## src/include/adc_cal_sequencer_defines.vh

```
// Purpose: constants for the converter power-up and calibration sequencer
// Assumes: 200 MHz system clock, 4 MHz nominal master clock
// Notes: register offsets are byte addresses on the Avalon-MM slave
`ifndef ADC_CAL_SEQUENCER_DEFINES_VH
`define ADC_CAL_SEQUENCER_DEFINES_VH

// register map
`define REG_CTRL 5'h00
`define REG_STATUS 5'h04
`define REG_IRQ_STATUS 5'h08
`define REG_IRQ_MASK 5'h0c

// control fields
`define CTRL_PMGT_LO 0
`define CTRL_PMGT_HI 1
`define CTRL_CALTYPE_LO 2
`define CTRL_CALTYPE_HI 3
`define CTRL_CALIBRATION_START_BIT 4
`define CTRL_RESET 4'h0

// power management codes {hi, lo}
`define PM_NORMAL 2'h0
`define PM_FULL_AFTER 2'h1
`define PM_FULL_DOWN 2'h2
`define PM_PART_AFTER 2'h3

// calibration types
`define CAL_FULL 2'h0
`define CAL_GAIN_OFFSET 2'h1
`define CAL_OFFSET 2'h2
`define CAL_GAIN 2'h3

// interrupt status bits
`define IRQ_CONV_DONE 0
`define IRQ_CAL_DONE 1
`define IRQ_TIMEOUT_DONE 2

// system clock
`define CLK_PERIOD_NS 5

// times in ns, cycle counts rounded up
`define CONV_FAST_NS 4600
`define CONV_SLOW_NS 9000
`define WAKE_NS 5000
`define CONV_FAST_CYC ((`CONV_FAST_NS + `CLK_PERIOD_NS - 1) / `CLK_PERIOD_NS)
`define CONV_SLOW_CYC ((`CONV_SLOW_NS + `CLK_PERIOD_NS - 1) / `CLK_PERIOD_NS)
// wake-up time, rounded down
`define WAKE_CYC (`WAKE_NS / `CLK_PERIOD_NS)

// master clock durations, times in us at the nominal master clock
`define MCLK_KHZ 4000
`define FULL_CAL_US 31250
`define GO_CAL_US 6940
`define ONE_CAL_US 3470
`define PON_TIMEOUT_US 32000
`define PON_CAL_US 32000
`define FULL_CAL_MCLK (`FULL_CAL_US * `MCLK_KHZ / 1000)
`define GO_CAL_MCLK (`GO_CAL_US * `MCLK_KHZ / 1000)
`define ONE_CAL_MCLK (`ONE_CAL_US * `MCLK_KHZ / 1000)
`define PON_TIMEOUT_MCLK (`PON_TIMEOUT_US * `MCLK_KHZ / 1000)
`define PON_CAL_MCLK (`PON_CAL_US * `MCLK_KHZ / 1000)

`endif

```

## src/rtl/span_counter.v

```verilog
// Purpose: shared down-counter for timeout and calibration spans
// Assumes: tick is a one-cycle pulse per master clock rising edge
// Notes: done pulses on the tick that empties the count
`timescale 1ns/1ps
module span_counter #(
  parameter WIDTH = 18
) (
  // clock and reset
  input wire clock,
  input wire rst,
  // control
  input wire load,
  input wire [WIDTH-1:0] load_value,
  input wire tick,
  // state
  output wire running,
  output wire done
);

  reg [WIDTH-1:0] count_reg;

  assign running = (count_reg != {WIDTH{1'b0}});
  assign done = tick && (count_reg == {{(WIDTH-1){1'b0}}, 1'b1}) && !load;

  always @(posedge clock or posedge rst) begin
    if (rst) begin
      count_reg <= {WIDTH{1'b0}};
    end else if (load) begin
      count_reg <= load_value;
    end else if (tick && running) begin
      count_reg <= count_reg - {{(WIDTH-1){1'b0}}, 1'b1};
    end
  end

endmodule // span_counter

```

## src/rtl/adc_cal_sequencer.v

```verilog
// Purpose: power-up, power-down and calibration sequencing of a 12-bit ADC
// Assumes: all inputs synchronous to clock; Avalon-MM slave, one wait state
// Notes: spans measured in master clock edges so they scale with its rate
// Notes on behaviour
// - after software power-down, device is ready within 5 us
// - full power-down after conversion powers circuits from the falling strobe until the conversion ends, and while busy
// - conversion lasts 4.6 us fast variant, 9 us low-power variant
// - every calibration except the power-on one starts by writing control with start bit set
// - calibration lengths 31.25, 6.94, 3.47, 3.47 ms at 4 MHz
// - calibration lengths counted in master clock cycles
// - first strobe after power-on starts the 32 ms timeout
// - first strobe raises busy; busy falls when timeout expires
// - next strobe starts full self-calibration, busy high for 32 ms
// - power bits: 00 normal, 01 full after, 10 full down, 11 partial after
// - control write before power-on calibration begins cancels it
// - strobes ignored while busy
`timescale 1ns/1ps
`include "adc_cal_sequencer_defines.vh"
module adc_cal_sequencer #(
  parameter LOW_POWER = 0,
  parameter [17:0] TIMEOUT_MCLK = `PON_TIMEOUT_MCLK,
  parameter [17:0] AUTOCAL_MCLK = `PON_CAL_MCLK,
  parameter [17:0] FULL_CAL_MCLK = `FULL_CAL_MCLK,
  parameter [17:0] GO_CAL_MCLK = `GO_CAL_MCLK,
  parameter [17:0] ONE_CAL_MCLK = `ONE_CAL_MCLK
) (
  // clock and reset
  input wire clock,
  input wire rst,
  // avalon-mm slave
  input wire [4:0] address,
  input wire read,
  input wire write,
  input wire [31:0] writedata,
  input wire [3:0] byteenable,
  output reg [31:0] readdata,
  output wire waitrequest,
  // converter pins
  input wire conversion_start_strobe_n,
  input wire master_clock_in,
  output reg busy,
  output reg analog_powered,
  output reg reference_powered,
  // interrupt
  output reg irq
);

  localparam [7:0] S_PON = 8'h01;
  localparam [7:0] S_TMO = 8'h02;
  localparam [7:0] S_ARMED = 8'h04;
  localparam [7:0] S_ACAL = 8'h08;
  localparam [7:0] S_IDLE = 8'h10;
  localparam [7:0] S_CAL = 8'h20;
  localparam [7:0] S_WAKE = 8'h40;
  localparam [7:0] S_CONV = 8'h80;
  localparam [7:0] BUSY_MASK = S_TMO | S_ACAL | S_CAL | S_WAKE | S_CONV;
  // counts worked out at full width, then cut to the counter width on purpose
  localparam integer CONV_CYC_FULL = LOW_POWER ? `CONV_SLOW_CYC : `CONV_FAST_CYC;
  localparam integer WAKE_CYC_FULL = `WAKE_CYC;
  localparam [10:0] CONV_CYC = CONV_CYC_FULL[10:0];
  localparam [10:0] WAKE_CYC = WAKE_CYC_FULL[10:0];

  function [17:0] cal_span;
    input [1:0] kind;
    begin
      case (kind)
        `CAL_FULL: cal_span = FULL_CAL_MCLK;
        `CAL_GAIN_OFFSET: cal_span = GO_CAL_MCLK;
        default: cal_span = ONE_CAL_MCLK;
      endcase
    end
  endfunction

  reg ack_reg;
  reg [7:0] state_reg;
  reg [7:0] state_next;
  reg [3:0] ctrl_reg;
  reg autocal_en_reg;
  reg wake_reg;
  reg [10:0] conv_cnt_reg;
  reg [10:0] pwr_cnt_reg;
  reg [2:0] irq_status_reg;
  reg [2:0] irq_mask_reg;
  reg strobe_q_reg;
  reg mclk_q_reg;
  reg span_load;
  reg [17:0] span_value;
  reg [31:0] read_value;
  wire wr_fire;
  wire rd_fire;
  wire ctrl_write;
  wire calibration_start_bit;
  wire [1:0] pmode;
  wire strobe_fall;
  wire strobe_rise;
  wire mclk_tick;
  wire span_running;
  wire span_done;
  wire ready;
  wire conv_done;
  wire cal_done;
  wire tmo_done;
  wire analog_on;

  // one wait state: data is prepared while waitrequest is high
  assign waitrequest = (read | write) & ~ack_reg;
  assign wr_fire = write & ack_reg;
  assign rd_fire = read & ack_reg;
  assign ctrl_write = wr_fire && (address == `REG_CTRL) && byteenable[0];
  assign calibration_start_bit = ctrl_write && writedata[`CTRL_CALIBRATION_START_BIT];
  assign pmode = {ctrl_reg[`CTRL_PMGT_HI], ctrl_reg[`CTRL_PMGT_LO]};

  // inputs already synchronous, so a single stage serves for edges
  assign strobe_fall = strobe_q_reg & ~conversion_start_strobe_n;
  assign strobe_rise = ~strobe_q_reg & conversion_start_strobe_n;
  assign mclk_tick = ~mclk_q_reg & master_clock_in;

  assign ready = (pwr_cnt_reg == WAKE_CYC);
  assign conv_done = (state_reg == S_CONV) && (conv_cnt_reg == 11'h001);
  assign cal_done = ((state_reg == S_CAL) || (state_reg == S_ACAL)) && span_done;
  assign tmo_done = (state_reg == S_TMO) && span_done;

  span_counter #(
    .WIDTH(18)
  ) u_span (
    .clock(clock),
    .rst(rst),
    .load(span_load),
    .load_value(span_value),
    .tick(mclk_tick),
    .running(span_running),
    .done(span_done)
  );

  always @* begin
    state_next = state_reg;
    span_load = 1'b0;
    span_value = 18'h00000;
    case (state_reg)
      S_PON: begin
        if (calibration_start_bit) begin
          state_next = S_CAL;
          span_load = 1'b1;
          span_value = cal_span(writedata[`CTRL_CALTYPE_HI:`CTRL_CALTYPE_LO]);
        end else if (ctrl_write) begin
          state_next = S_IDLE;
        end else if (strobe_rise) begin
          state_next = S_TMO;
          span_load = 1'b1;
          span_value = TIMEOUT_MCLK;
        end
      end
      S_TMO: begin
        if (tmo_done) begin
          state_next = autocal_en_reg ? S_ARMED : S_IDLE;
        end
      end
      S_ARMED: begin
        if (calibration_start_bit) begin
          state_next = S_CAL;
          span_load = 1'b1;
          span_value = cal_span(writedata[`CTRL_CALTYPE_HI:`CTRL_CALTYPE_LO]);
        end else if (ctrl_write) begin
          state_next = S_IDLE;
        end else if (strobe_rise) begin
          state_next = S_ACAL;
          span_load = 1'b1;
          span_value = AUTOCAL_MCLK;
        end
      end
      S_ACAL, S_CAL: begin
        // a control write here does not abort the running calibration
        if (cal_done) begin
          state_next = S_IDLE;
        end
      end
      S_IDLE: begin
        if (calibration_start_bit) begin
          state_next = S_CAL;
          span_load = 1'b1;
          span_value = cal_span(writedata[`CTRL_CALTYPE_HI:`CTRL_CALTYPE_LO]);
        end else if (strobe_rise && (pmode != `PM_FULL_DOWN)) begin
          state_next = ready ? S_CONV : S_WAKE;
        end
      end
      S_WAKE: begin
        if (ready) begin
          state_next = S_CONV;
        end
      end
      S_CONV: begin
        if (conv_done) begin
          state_next = S_IDLE;
        end
      end
      default: begin
        state_next = S_IDLE;
      end
    endcase
  end

  // strobes in busy states never reach a transition above

  // power is on in normal mode, between wake edge and conversion, and while busy
  assign analog_on = (pmode == `PM_NORMAL) || wake_reg ||
                     ((state_reg & BUSY_MASK) != 8'h00);

  always @(posedge clock or posedge rst) begin
    if (rst) begin
      state_reg <= S_PON;
      busy <= 1'b0;
      autocal_en_reg <= 1'b1;
      wake_reg <= 1'b0;
      conv_cnt_reg <= 11'h000;
      strobe_q_reg <= 1'b1;
      mclk_q_reg <= 1'b0;
    end else begin
      state_reg <= state_next;
      busy <= ((state_next & BUSY_MASK) != 8'h00);
      strobe_q_reg <= conversion_start_strobe_n;
      mclk_q_reg <= master_clock_in;
      if (ctrl_write) begin
        autocal_en_reg <= 1'b0;
      end
      // falling strobe wakes the part in the after-conversion modes
      if (state_next == S_CONV) begin
        wake_reg <= 1'b0;
      end else if ((state_reg == S_IDLE) && strobe_fall &&
                   ((pmode == `PM_FULL_AFTER) || (pmode == `PM_PART_AFTER))) begin
        wake_reg <= 1'b1;
      end
      if ((state_next == S_CONV) && (state_reg != S_CONV)) begin
        conv_cnt_reg <= CONV_CYC;
      end else if (conv_cnt_reg != 11'h000) begin
        conv_cnt_reg <= conv_cnt_reg - 11'h001;
      end
    end
  end

  // wake-up time counted from power enable; restarts after each power-down
  always @(posedge clock or posedge rst) begin
    if (rst) begin
      pwr_cnt_reg <= 11'h000;
      analog_powered <= 1'b0;
      reference_powered <= 1'b0;
    end else begin
      analog_powered <= analog_on;
      reference_powered <= analog_on || (pmode == `PM_PART_AFTER);
      if (!analog_powered) begin
        pwr_cnt_reg <= 11'h000;
      end else if (!ready) begin
        pwr_cnt_reg <= pwr_cnt_reg + 11'h001;
      end
    end
  end

  // register file and interrupt
  always @* begin
    read_value = 32'h00000000;
    case (address)
      `REG_CTRL: read_value = {28'h0000000, ctrl_reg};
      `REG_STATUS: read_value = {16'h0000, state_reg, 2'h0, span_running, autocal_en_reg,
                                 ready, reference_powered, analog_powered, busy};
      `REG_IRQ_STATUS: read_value = {29'h00000000, irq_status_reg};
      `REG_IRQ_MASK: read_value = {29'h00000000, irq_mask_reg};
      default: read_value = 32'h00000000;
    endcase
  end

  always @(posedge clock or posedge rst) begin
    if (rst) begin
      ack_reg <= 1'b0;
      readdata <= 32'h00000000;
      ctrl_reg <= `CTRL_RESET;
      irq_status_reg <= 3'h0;
      irq_mask_reg <= 3'h0;
      irq <= 1'b0;
    end else begin
      ack_reg <= (read | write) & ~ack_reg;
      if (read && !ack_reg) begin
        readdata <= read_value;
      end
      // start bit is a strobe and is not stored
      if (ctrl_write) begin
        ctrl_reg <= writedata[3:0];
      end
      if (wr_fire && (address == `REG_IRQ_MASK) && byteenable[0]) begin
        irq_mask_reg <= writedata[2:0];
      end
      // clear only what the read returned, so an event while it waits survives; set wins
      irq_status_reg <= (irq_status_reg & ~((rd_fire && (address == `REG_IRQ_STATUS)) ?
                        readdata[2:0] : 3'h0)) | {tmo_done, cal_done, conv_done};
      irq <= ((irq_status_reg & irq_mask_reg) != 3'h0);
    end
  end

endmodule // adc_cal_sequencer

```

## config.mk

```make
export PLATFORM = sky130hd
export DESIGN_NAME = adc_cal_sequencer
export DESIGN_NICKNAME = d
export VERILOG_FILES = /design/src/rtl/span_counter.v /design/src/rtl/adc_cal_sequencer.v
export VERILOG_INCLUDE_DIRS = /design/src /design/src/include
export SDC_FILE = /design/constraint.sdc
export NUM_CORES = 1
export LEC_CHECK = 0
export ABC_AREA = 1
export BUFFER_PORTS_ARGS = -buffer_cell sky130_fd_sc_hd__buf_2
export CAP_MARGIN = 15
export CORE_ASPECT_RATIO = 0.8
export CORE_MARGIN = 2
export CORE_UTILIZATION = 51
export DETAILED_ROUTE_END_ITERATION = 8
export PLACE_DENSITY = 0.77
export SETUP_SLACK_MARGIN = 0.15
export SLEW_MARGIN = 10
export SYNTH_ARGS = -nofsm -noshare
export SYNTH_HDL_FRONTEND = slang
export SYNTH_SLANG_ARGS = --single-unit
```

## constraint.sdc

```tcl
create_clock -name clock -period 2.45 [get_ports clock]
set_input_delay 0.245 -clock clock [delete_from_list [all_inputs] [get_ports clock]]
set_output_delay 0.245 -clock clock [all_outputs]
set_load 0.02 [all_outputs]
```

; ---- After elaboration in Yosys (flattened, before gate mapping)
; Index checks and enable logic that the tools add are counted.
; Widths: inputs -> output; s select.
[classes]
reduce_logical = 37
n_bitwise = 15
add_sub_neg = 3
n_eq_ne = 21
n_mux = 36
[ops]
columns = operator, count
row1 = $mux 8, 13
row2 = $mux 18, 5
row3 = $pmux 16 s4, 1
row4 = $pmux 8 s7, 1
row5 = $mux 11, 4
row6 = $pmux 18 s2, 1
row7 = $pmux 17 s2, 1
row8 = $eq 18x1->1 const B, 1
row9 = $reduce_bool 18->1, 1
row10 = $sub 18x1->18 const B, 1
row11 = $logic_and 1x1->1, 17
row12 = $mux 17, 1
row13 = $eq 8x8->1 const B, 2
row14 = $reduce_bool 8->1, 2
row15 = $add 11x1->11 const B, 1
row16 = $eq 11x1->1 const B, 1
row17 = $eq 11x10->1 const B, 1
row18 = $reduce_bool 11->1, 1
row19 = $sub 11x1->11 const B, 1
row20 = $eq 5x4->1 const B, 2
row21 = $eq 8x1->1 const B, 1
row22 = $eq 8x2->1 const B, 1
row23 = $eq 8x3->1 const B, 1
row24 = $eq 8x4->1 const B, 1
row25 = 25 further kinds, 50
[totals]
output_inout_bits = 37
input_bits = 47
register_bits = 99
wordCells = 129

; ---- Depth between registers and ports, before layout
[depth]
ltp_word = 14
mapped_depth = 12
ltp_nobuf = 12

; ---- Hierarchy
; From an unflattened synthesis, not the netlist that was laid out.
[unflattened]
hier_cells = 676
hier_area_um2 = 5028.6
[modules_own_cells]
columns = mod, cells_per_inst, area_each_um2, seq_area_each_um2, instances
row1 = adc_cal_sequencer, 447, 3534.6, 1580.3, 1
row2 = span_counter, 229, 1493.9, 450.4, 1

; ---- Worst setup path before layout
; OpenSTA, ideal clock, no wires.
[synth_timing]
path_kind = flip-flop to flip-flop
start = register pwr_cnt_reg[0]
end = register conv_cnt_reg[6]
stages_incl_launch_ff = 12
arrival_time_ns = 1.517
setup_ns = 0.125
n_path_buf = 0
path_slack_ns = 0.808
period_less_slack_ns = 1.642
required_ns = 2.325
cell_sequence = dfrtp_1 -> inv_1 -> ha_1 -> nand2_1 -> nor3_1 -> nand3_1 -> inv_1 -> nand4_1 -> nand3_2 -> inv_2 -> nor2_2 -> nor2_1
[synth_between]
elab_chain_len = 8
elab_cells_between_ends = 10
classes_between = eq/ne: 2 / mux: 6 / reduce/logical: 2
[synth_lines]
columns = item, line
row1 = start: declaration, adc_cal_sequencer.v:81  ; reg [10:0] pwr_cnt_reg;
row2 = start signal: assignment, adc_cal_sequencer.v:252  ; pwr_cnt_reg <= pwr_cnt_reg + 11'h001;
row3 = $eq 11x10->1 (*), adc_cal_sequencer.v:118  ; assign ready = (pwr_cnt_reg == WAKE_CYC);
row4 = $mux 8, adc_cal_sequencer.v:183  ; state_next = ready ? S_CONV : S_WAKE;
row5 = $mux 8, adc_cal_sequencer.v:182  ; end else if (strobe_rise && (pmode != `PM_FULL_DOWN)) begin
row6 = $mux 8, adc_cal_sequencer.v:178  ; if (calibration_start_bit) begin
row7 = $pmux 8 s7 (*), adc_cal_sequencer.v:139  ; case (state_reg)
row8 = net state_next[7], adc_cal_sequencer.v:76  ; reg [7:0] state_next;
row9 = $eq 8x8->1 (*), adc_cal_sequencer.v:232  ; if ((state_next == S_CONV) && (state_reg != S_CONV)) begin
row10 = $logic_and 1x1->1 (*), adc_cal_sequencer.v:232
row11 = $mux 11 / $reduce_bool 2->1 (equally long branches), --
row12 = end signal: assignment, adc_cal_sequencer.v:235  ; conv_cnt_reg <= conv_cnt_reg - 11'h001;
row13 = end: declaration, adc_cal_sequencer.v:80  ; reg [10:0] conv_cnt_reg;
; Mark *: on every way through the listed nets, which the timed path passes. The rest lies on a longest branch.
; A chain may end at the register's enable or synchronous reset.

; ---- Worst setup path in the final report
; Same ends and word-level chain as after synthesis.

==> results.rst <==
.. list-table::
   :header-rows: 1

   * - Metric
     - Value
   * - Status
     - finished clean
   * - Switching part of the total power
     - 30.7%
   * - Quantity of hold-fixing buffers added after cts
     - 1
   * - Maximum number of pins on one net before global-route repair
     - 57
   * - Critical path, cell by cell
     - inv_1, ha_1, nand2_1, nor3_1, nand3_1, inv_1, nand4_1, nand3_2, inv_2, nor2_2, nor2_1
   * - Number of enable-type register cells in the synthesized netlist
     - 0
   * - Post-CTS resize count
     - 0
   * - Power share of the sequential group
     - 40.0%
   * - Area of placed instances
     - 0.00485 mm2
   * - Die Y-Extent
     - 88.9 um
   * - # rows
     - 30
   * - Cell Int Power
     - 2.93 mW
   * - Fraction of layout cells with a size suffix above 1
     - 17.3%
   * - Die span in x
     - 110 um
   * - Insertion delay to the later sink of the worst-skew pair
     - 0.34 ns
   * - Post CTS Setup Buffer Count
     - 0
   * - TritonCTS clock tree
     - yes
   * - Async SR Flop Fraction
     - 100%
   * - Transition time at the pin with the least slew margin
     - 0.635 ns
   * - Total Wirelength
     - 10.2 mm
   * - Total global routing track utilization
     - 22.7%
   * - Number of clock sinks
     - 81
   * - Final Hold Fails
     - 0
   * - Final Skew
     - 0.00893 ns
   * - Fin. max-slew vios
     - 0
   * - Main synth FF type
     - sky130_fd_sc_hd__dfrtp_1
   * - H-Tree Depth
     - 3
   * - Time the worst path needs with I/O delays and setup
     - 2.02 ns
   * - Setup crit start kind
     - register
   * - Drt via density
     - 5.29
   * - Initial cell density of the core
     - 53.2%
   * - Via count of the first global-routing pass
     - 3,612
   * - Inserted Diodes
     - 0
   * - Setup slack after layout
     - 0.429 ns
   * - Area inside the core boundary
     - 0.00863 mm2
   * - Netlist area before placement
     - 0.00459 mm2
   * - MaxCap Viol Count
     - 0
   * - Routed length per instance
     - 14.0 um
   * - Area enclosed by the die boundary
     - 0.00979 mm2
   * - Seq/Total Area, Yosys
     - 44.2%
   * - Power Dens Cells
     - 807 mW/mm2
   * - Commonest non-fill, non-tap cell in the layout
     - sky130_fd_sc_hd__nand2_1
   * - Starting DRC count in detailed routing
     - 266
   * - Portion of the clock cycle consumed by the worst path in the final layout
     - 82.5%
   * - Cell count after synthesis
     - 569
   * - Required @ worst endpoint
     - 2.66 ns
   * - Place WS
     - 0.459 ns
   * - Leakage power summed over all cells
     - 2.56 nW
   * - Hold/Removal Path Class
     - in -> reg
   * - Remaining global-route overflow
     - 0
   * - Clock network fraction of total power
     - 39.1%
   * - Number of buffers between clock root and the deepest sink
     - 2
   * - Max incr delay on CP
     - 0.40 ns
   * - Setup-violating endpoint count in the final report
     - 0
   * - IO Pins
     - 84
   * - Nets
     - 668
   * - Element type at the critical path end
     - register
   * - Most used cells in the layout excluding fill and tap cells
     - sky130_fd_sc_hd__nand2_1, sky130_fd_sc_hd__dfrtp_1, sky130_fd_sc_hd__nor2_1
   * - Growth of design area from synthesis to finish
     - 13.8%
   * - Kind of critical path
     - reg -> reg
   * - RD Place Congestion
     - 0.931
   * - Synth unique cells
     - 47
   * - Wire length of the first global-routing pass
     - 17.1 mm
   * - Detailed-placement wirelength estimate
     - 7.70 mm
   * - Cell with the most instances on the worst path
     - sky130_fd_sc_hd__inv_1
   * - Antenna violations before repair
     - 0
   * - Synth Register Bits
     - 81
   * - Combinational group share of total power
     - 20.8%
   * - Setup TNS
     - 0 ns
   * - Final instance area
     - 0.00523 mm2
   * - Highest Clock Rate
     - 495 MHz
   * - Post-CTS clock slew at the launch and capture registers of the worst setup and hold paths
     - 0.06 ns
   * - Average cell area after synthesis
     - 8.07 um2
   * - Slowest library cell on the worst path
     - sky130_fd_sc_hd__dfrtp_1
   * - Cts bufs inserted
     - 9
   * - CP Max Fanout
     - 6
   * - Setup repair after global routing missed its margin
     - no
   * - Worst EP arrival
     - 2.23 ns
   * - Total via count in the routed design
     - 3,870
   * - Worst ir drop on vdd
     - 0.406 mV
   * - Filler cell count
     - 744
   * - Slew Limit Headroom
     - 57.3%
   * - Number of remaining DRC errors
     - 0
   * - Detailed Routing Iterations Pass 1
     - 5
   * - Count of nets left with antenna violations after detail routing
     - 0
   * - Count of buffers inserted at the top-level ports
     - 35
   * - Cell at the root of the clock tree
     - sky130_fd_sc_hd__clkbuf_16
   * - Synthesis Warnings
     - 0
   * - Sw power
     - 1.30 mW
   * - Number of flip-flops under the largest register name
     - 18
[power groups by stage]
| stage | logic [mW] | clock network [mW] | registers (mW) |
|---|---|---|---|
| global placement | 0.848 | 0 | 1.70 |
| floorplan | 0.700 | 0 | 1.68 |
| detailed placement | 0.872 | 0 | 1.71 |
| global route | 0.998 | 1.72 | 1.71 |
| finish | 0.880 | 1.65 | 1.69 |
| CTS | 0.877 | 1.68 | 1.69 |
[cells in the mapped netlist (2+ instances only)]
cell type	instances	area share, %
sky130_fd_sc_hd__nand2_1	116	9.5
sky130_fd_sc_hd__or2_2	3	0.41
sky130_fd_sc_hd__inv_1	63	5.1
sky130_fd_sc_hd__ha_1	7	1.9
sky130_fd_sc_hd__a31oi_1	6	0.82
sky130_fd_sc_hd__nand3_2	3	0.65
sky130_fd_sc_hd__o21ai_0	44	4.8
sky130_fd_sc_hd__nor2_1	69	5.6
sky130_fd_sc_hd__nor3_1	10	1.1
sky130_fd_sc_hd__mux2_2	2	0.49
sky130_fd_sc_hd__o2111ai_1	4	0.76
sky130_fd_sc_hd__a211oi_1	2	0.33
sky130_fd_sc_hd__o22ai_1	3	0.41
sky130_fd_sc_hd__a21oi_1	13	1.4
sky130_fd_sc_hd__nand2_2	4	0.54
sky130_fd_sc_hd__nor2_2	8	1.1
sky130_fd_sc_hd__clkbuf_1	2	0.16
sky130_fd_sc_hd__o31ai_1	4	0.65
sky130_fd_sc_hd__dfstp_2	3	1.7
sky130_fd_sc_hd__nor4_1	7	0.95
sky130_fd_sc_hd__buf_4	19	3.1
sky130_fd_sc_hd__nand3_1	31	3.4
sky130_fd_sc_hd__dfrtp_1	78	42
sky130_fd_sc_hd__nand2_4	8	2.0
sky130_fd_sc_hd__xor2_1	13	2.5
sky130_fd_sc_hd__inv_2	11	0.90
sky130_fd_sc_hd__nand4_1	9	1.2
sky130_fd_sc_hd__o21ai_1	2	0.22
sky130_fd_sc_hd__o211ai_1	4	0.65
sky130_fd_sc_hd__xnor2_1	4	0.76
[critical path, delay by kind of cell, from the launching register on]
family	cells	cell delay [ns]
buf+inv	3	0.37
simple gates	7	0.94
flops	1	0.40
fa+ha+maj	1	0.17
[area by class of cell]
type / count / area [um2] / area share, %
well taps: 112 / 140 / 2.68
clock inverters: 7 / 143 / 2.73
inverters: 75 / 293 / 5.60
repair buffers: 39 / 220 / 4.21
clock buffers: 9 / 225 / 4.31
flip-flops and latches: 81 / 2030 / 38.8
multi-input cells: 408 / 2180 / 41.6
[through the flow]
stage                     util, %  std cells  power, mW  hold slack (ns)
after global routing         60.6        731       4.43           0.0277
final                        60.6        731       4.22           0.0312
after CTS                    60.6        731       4.24           0.0215
after detailed placement     56.2        714       2.58            0.343
after floorplan                 -        586       2.38            0.249
after global placement       56.2        714       2.55            0.325
[kinds of logic (layout without fill, tap and decap cells)]
kind of cell    Yosys count  after routing  share of synthesized area (%)
compound gates           88             88                           11.4
simple gates            276            276                           28.9
xor+xnor                 17             17                           3.24
other cells               1             18                         0.0816
flops                    81             81                           44.2
buf+inv                  97            130                           9.80
mux                       2              2                          0.490
fa+ha+maj                 7              7                           1.91
[layer usage]
| layer | track usage [%] | wire, um | vias up | share of wire (%) |
|---|---|---|---|---|
| met2 | 35.0 | 4590 | 134 | 45 |
| met1 | 32.8 | 4820 | 1805 | 47 |
| met5 | 0 | 0 | - | 0 |
| met3 | 4.30 | 681 | 12 | 6.7 |
| li1 | - | - | 1919 | - |
| met4 | 6.70 | 110 | 0 | 1.1 |
[worst paths after layout]
path                       slack (ns)  depth (start not counted)              endpoint            startpoint
max reg2reg                      0.43                         11       conv_cnt_reg[6]        pwr_cnt_reg[0]
min reg2reg                      0.47                          1  u_span.count_reg[17]  u_span.count_reg[17]
min                              0.03                          1            mclk_q_reg       master_clock_in
min in group asynchronous        0.52                          3           readdata[2]                   rst
max in group asynchronous        1.21                          4          strobe_q_reg                   rst
max                              0.43                         11       conv_cnt_reg[6]        pwr_cnt_reg[0]
No activity file was read; power rests on OpenSTA's default activity.
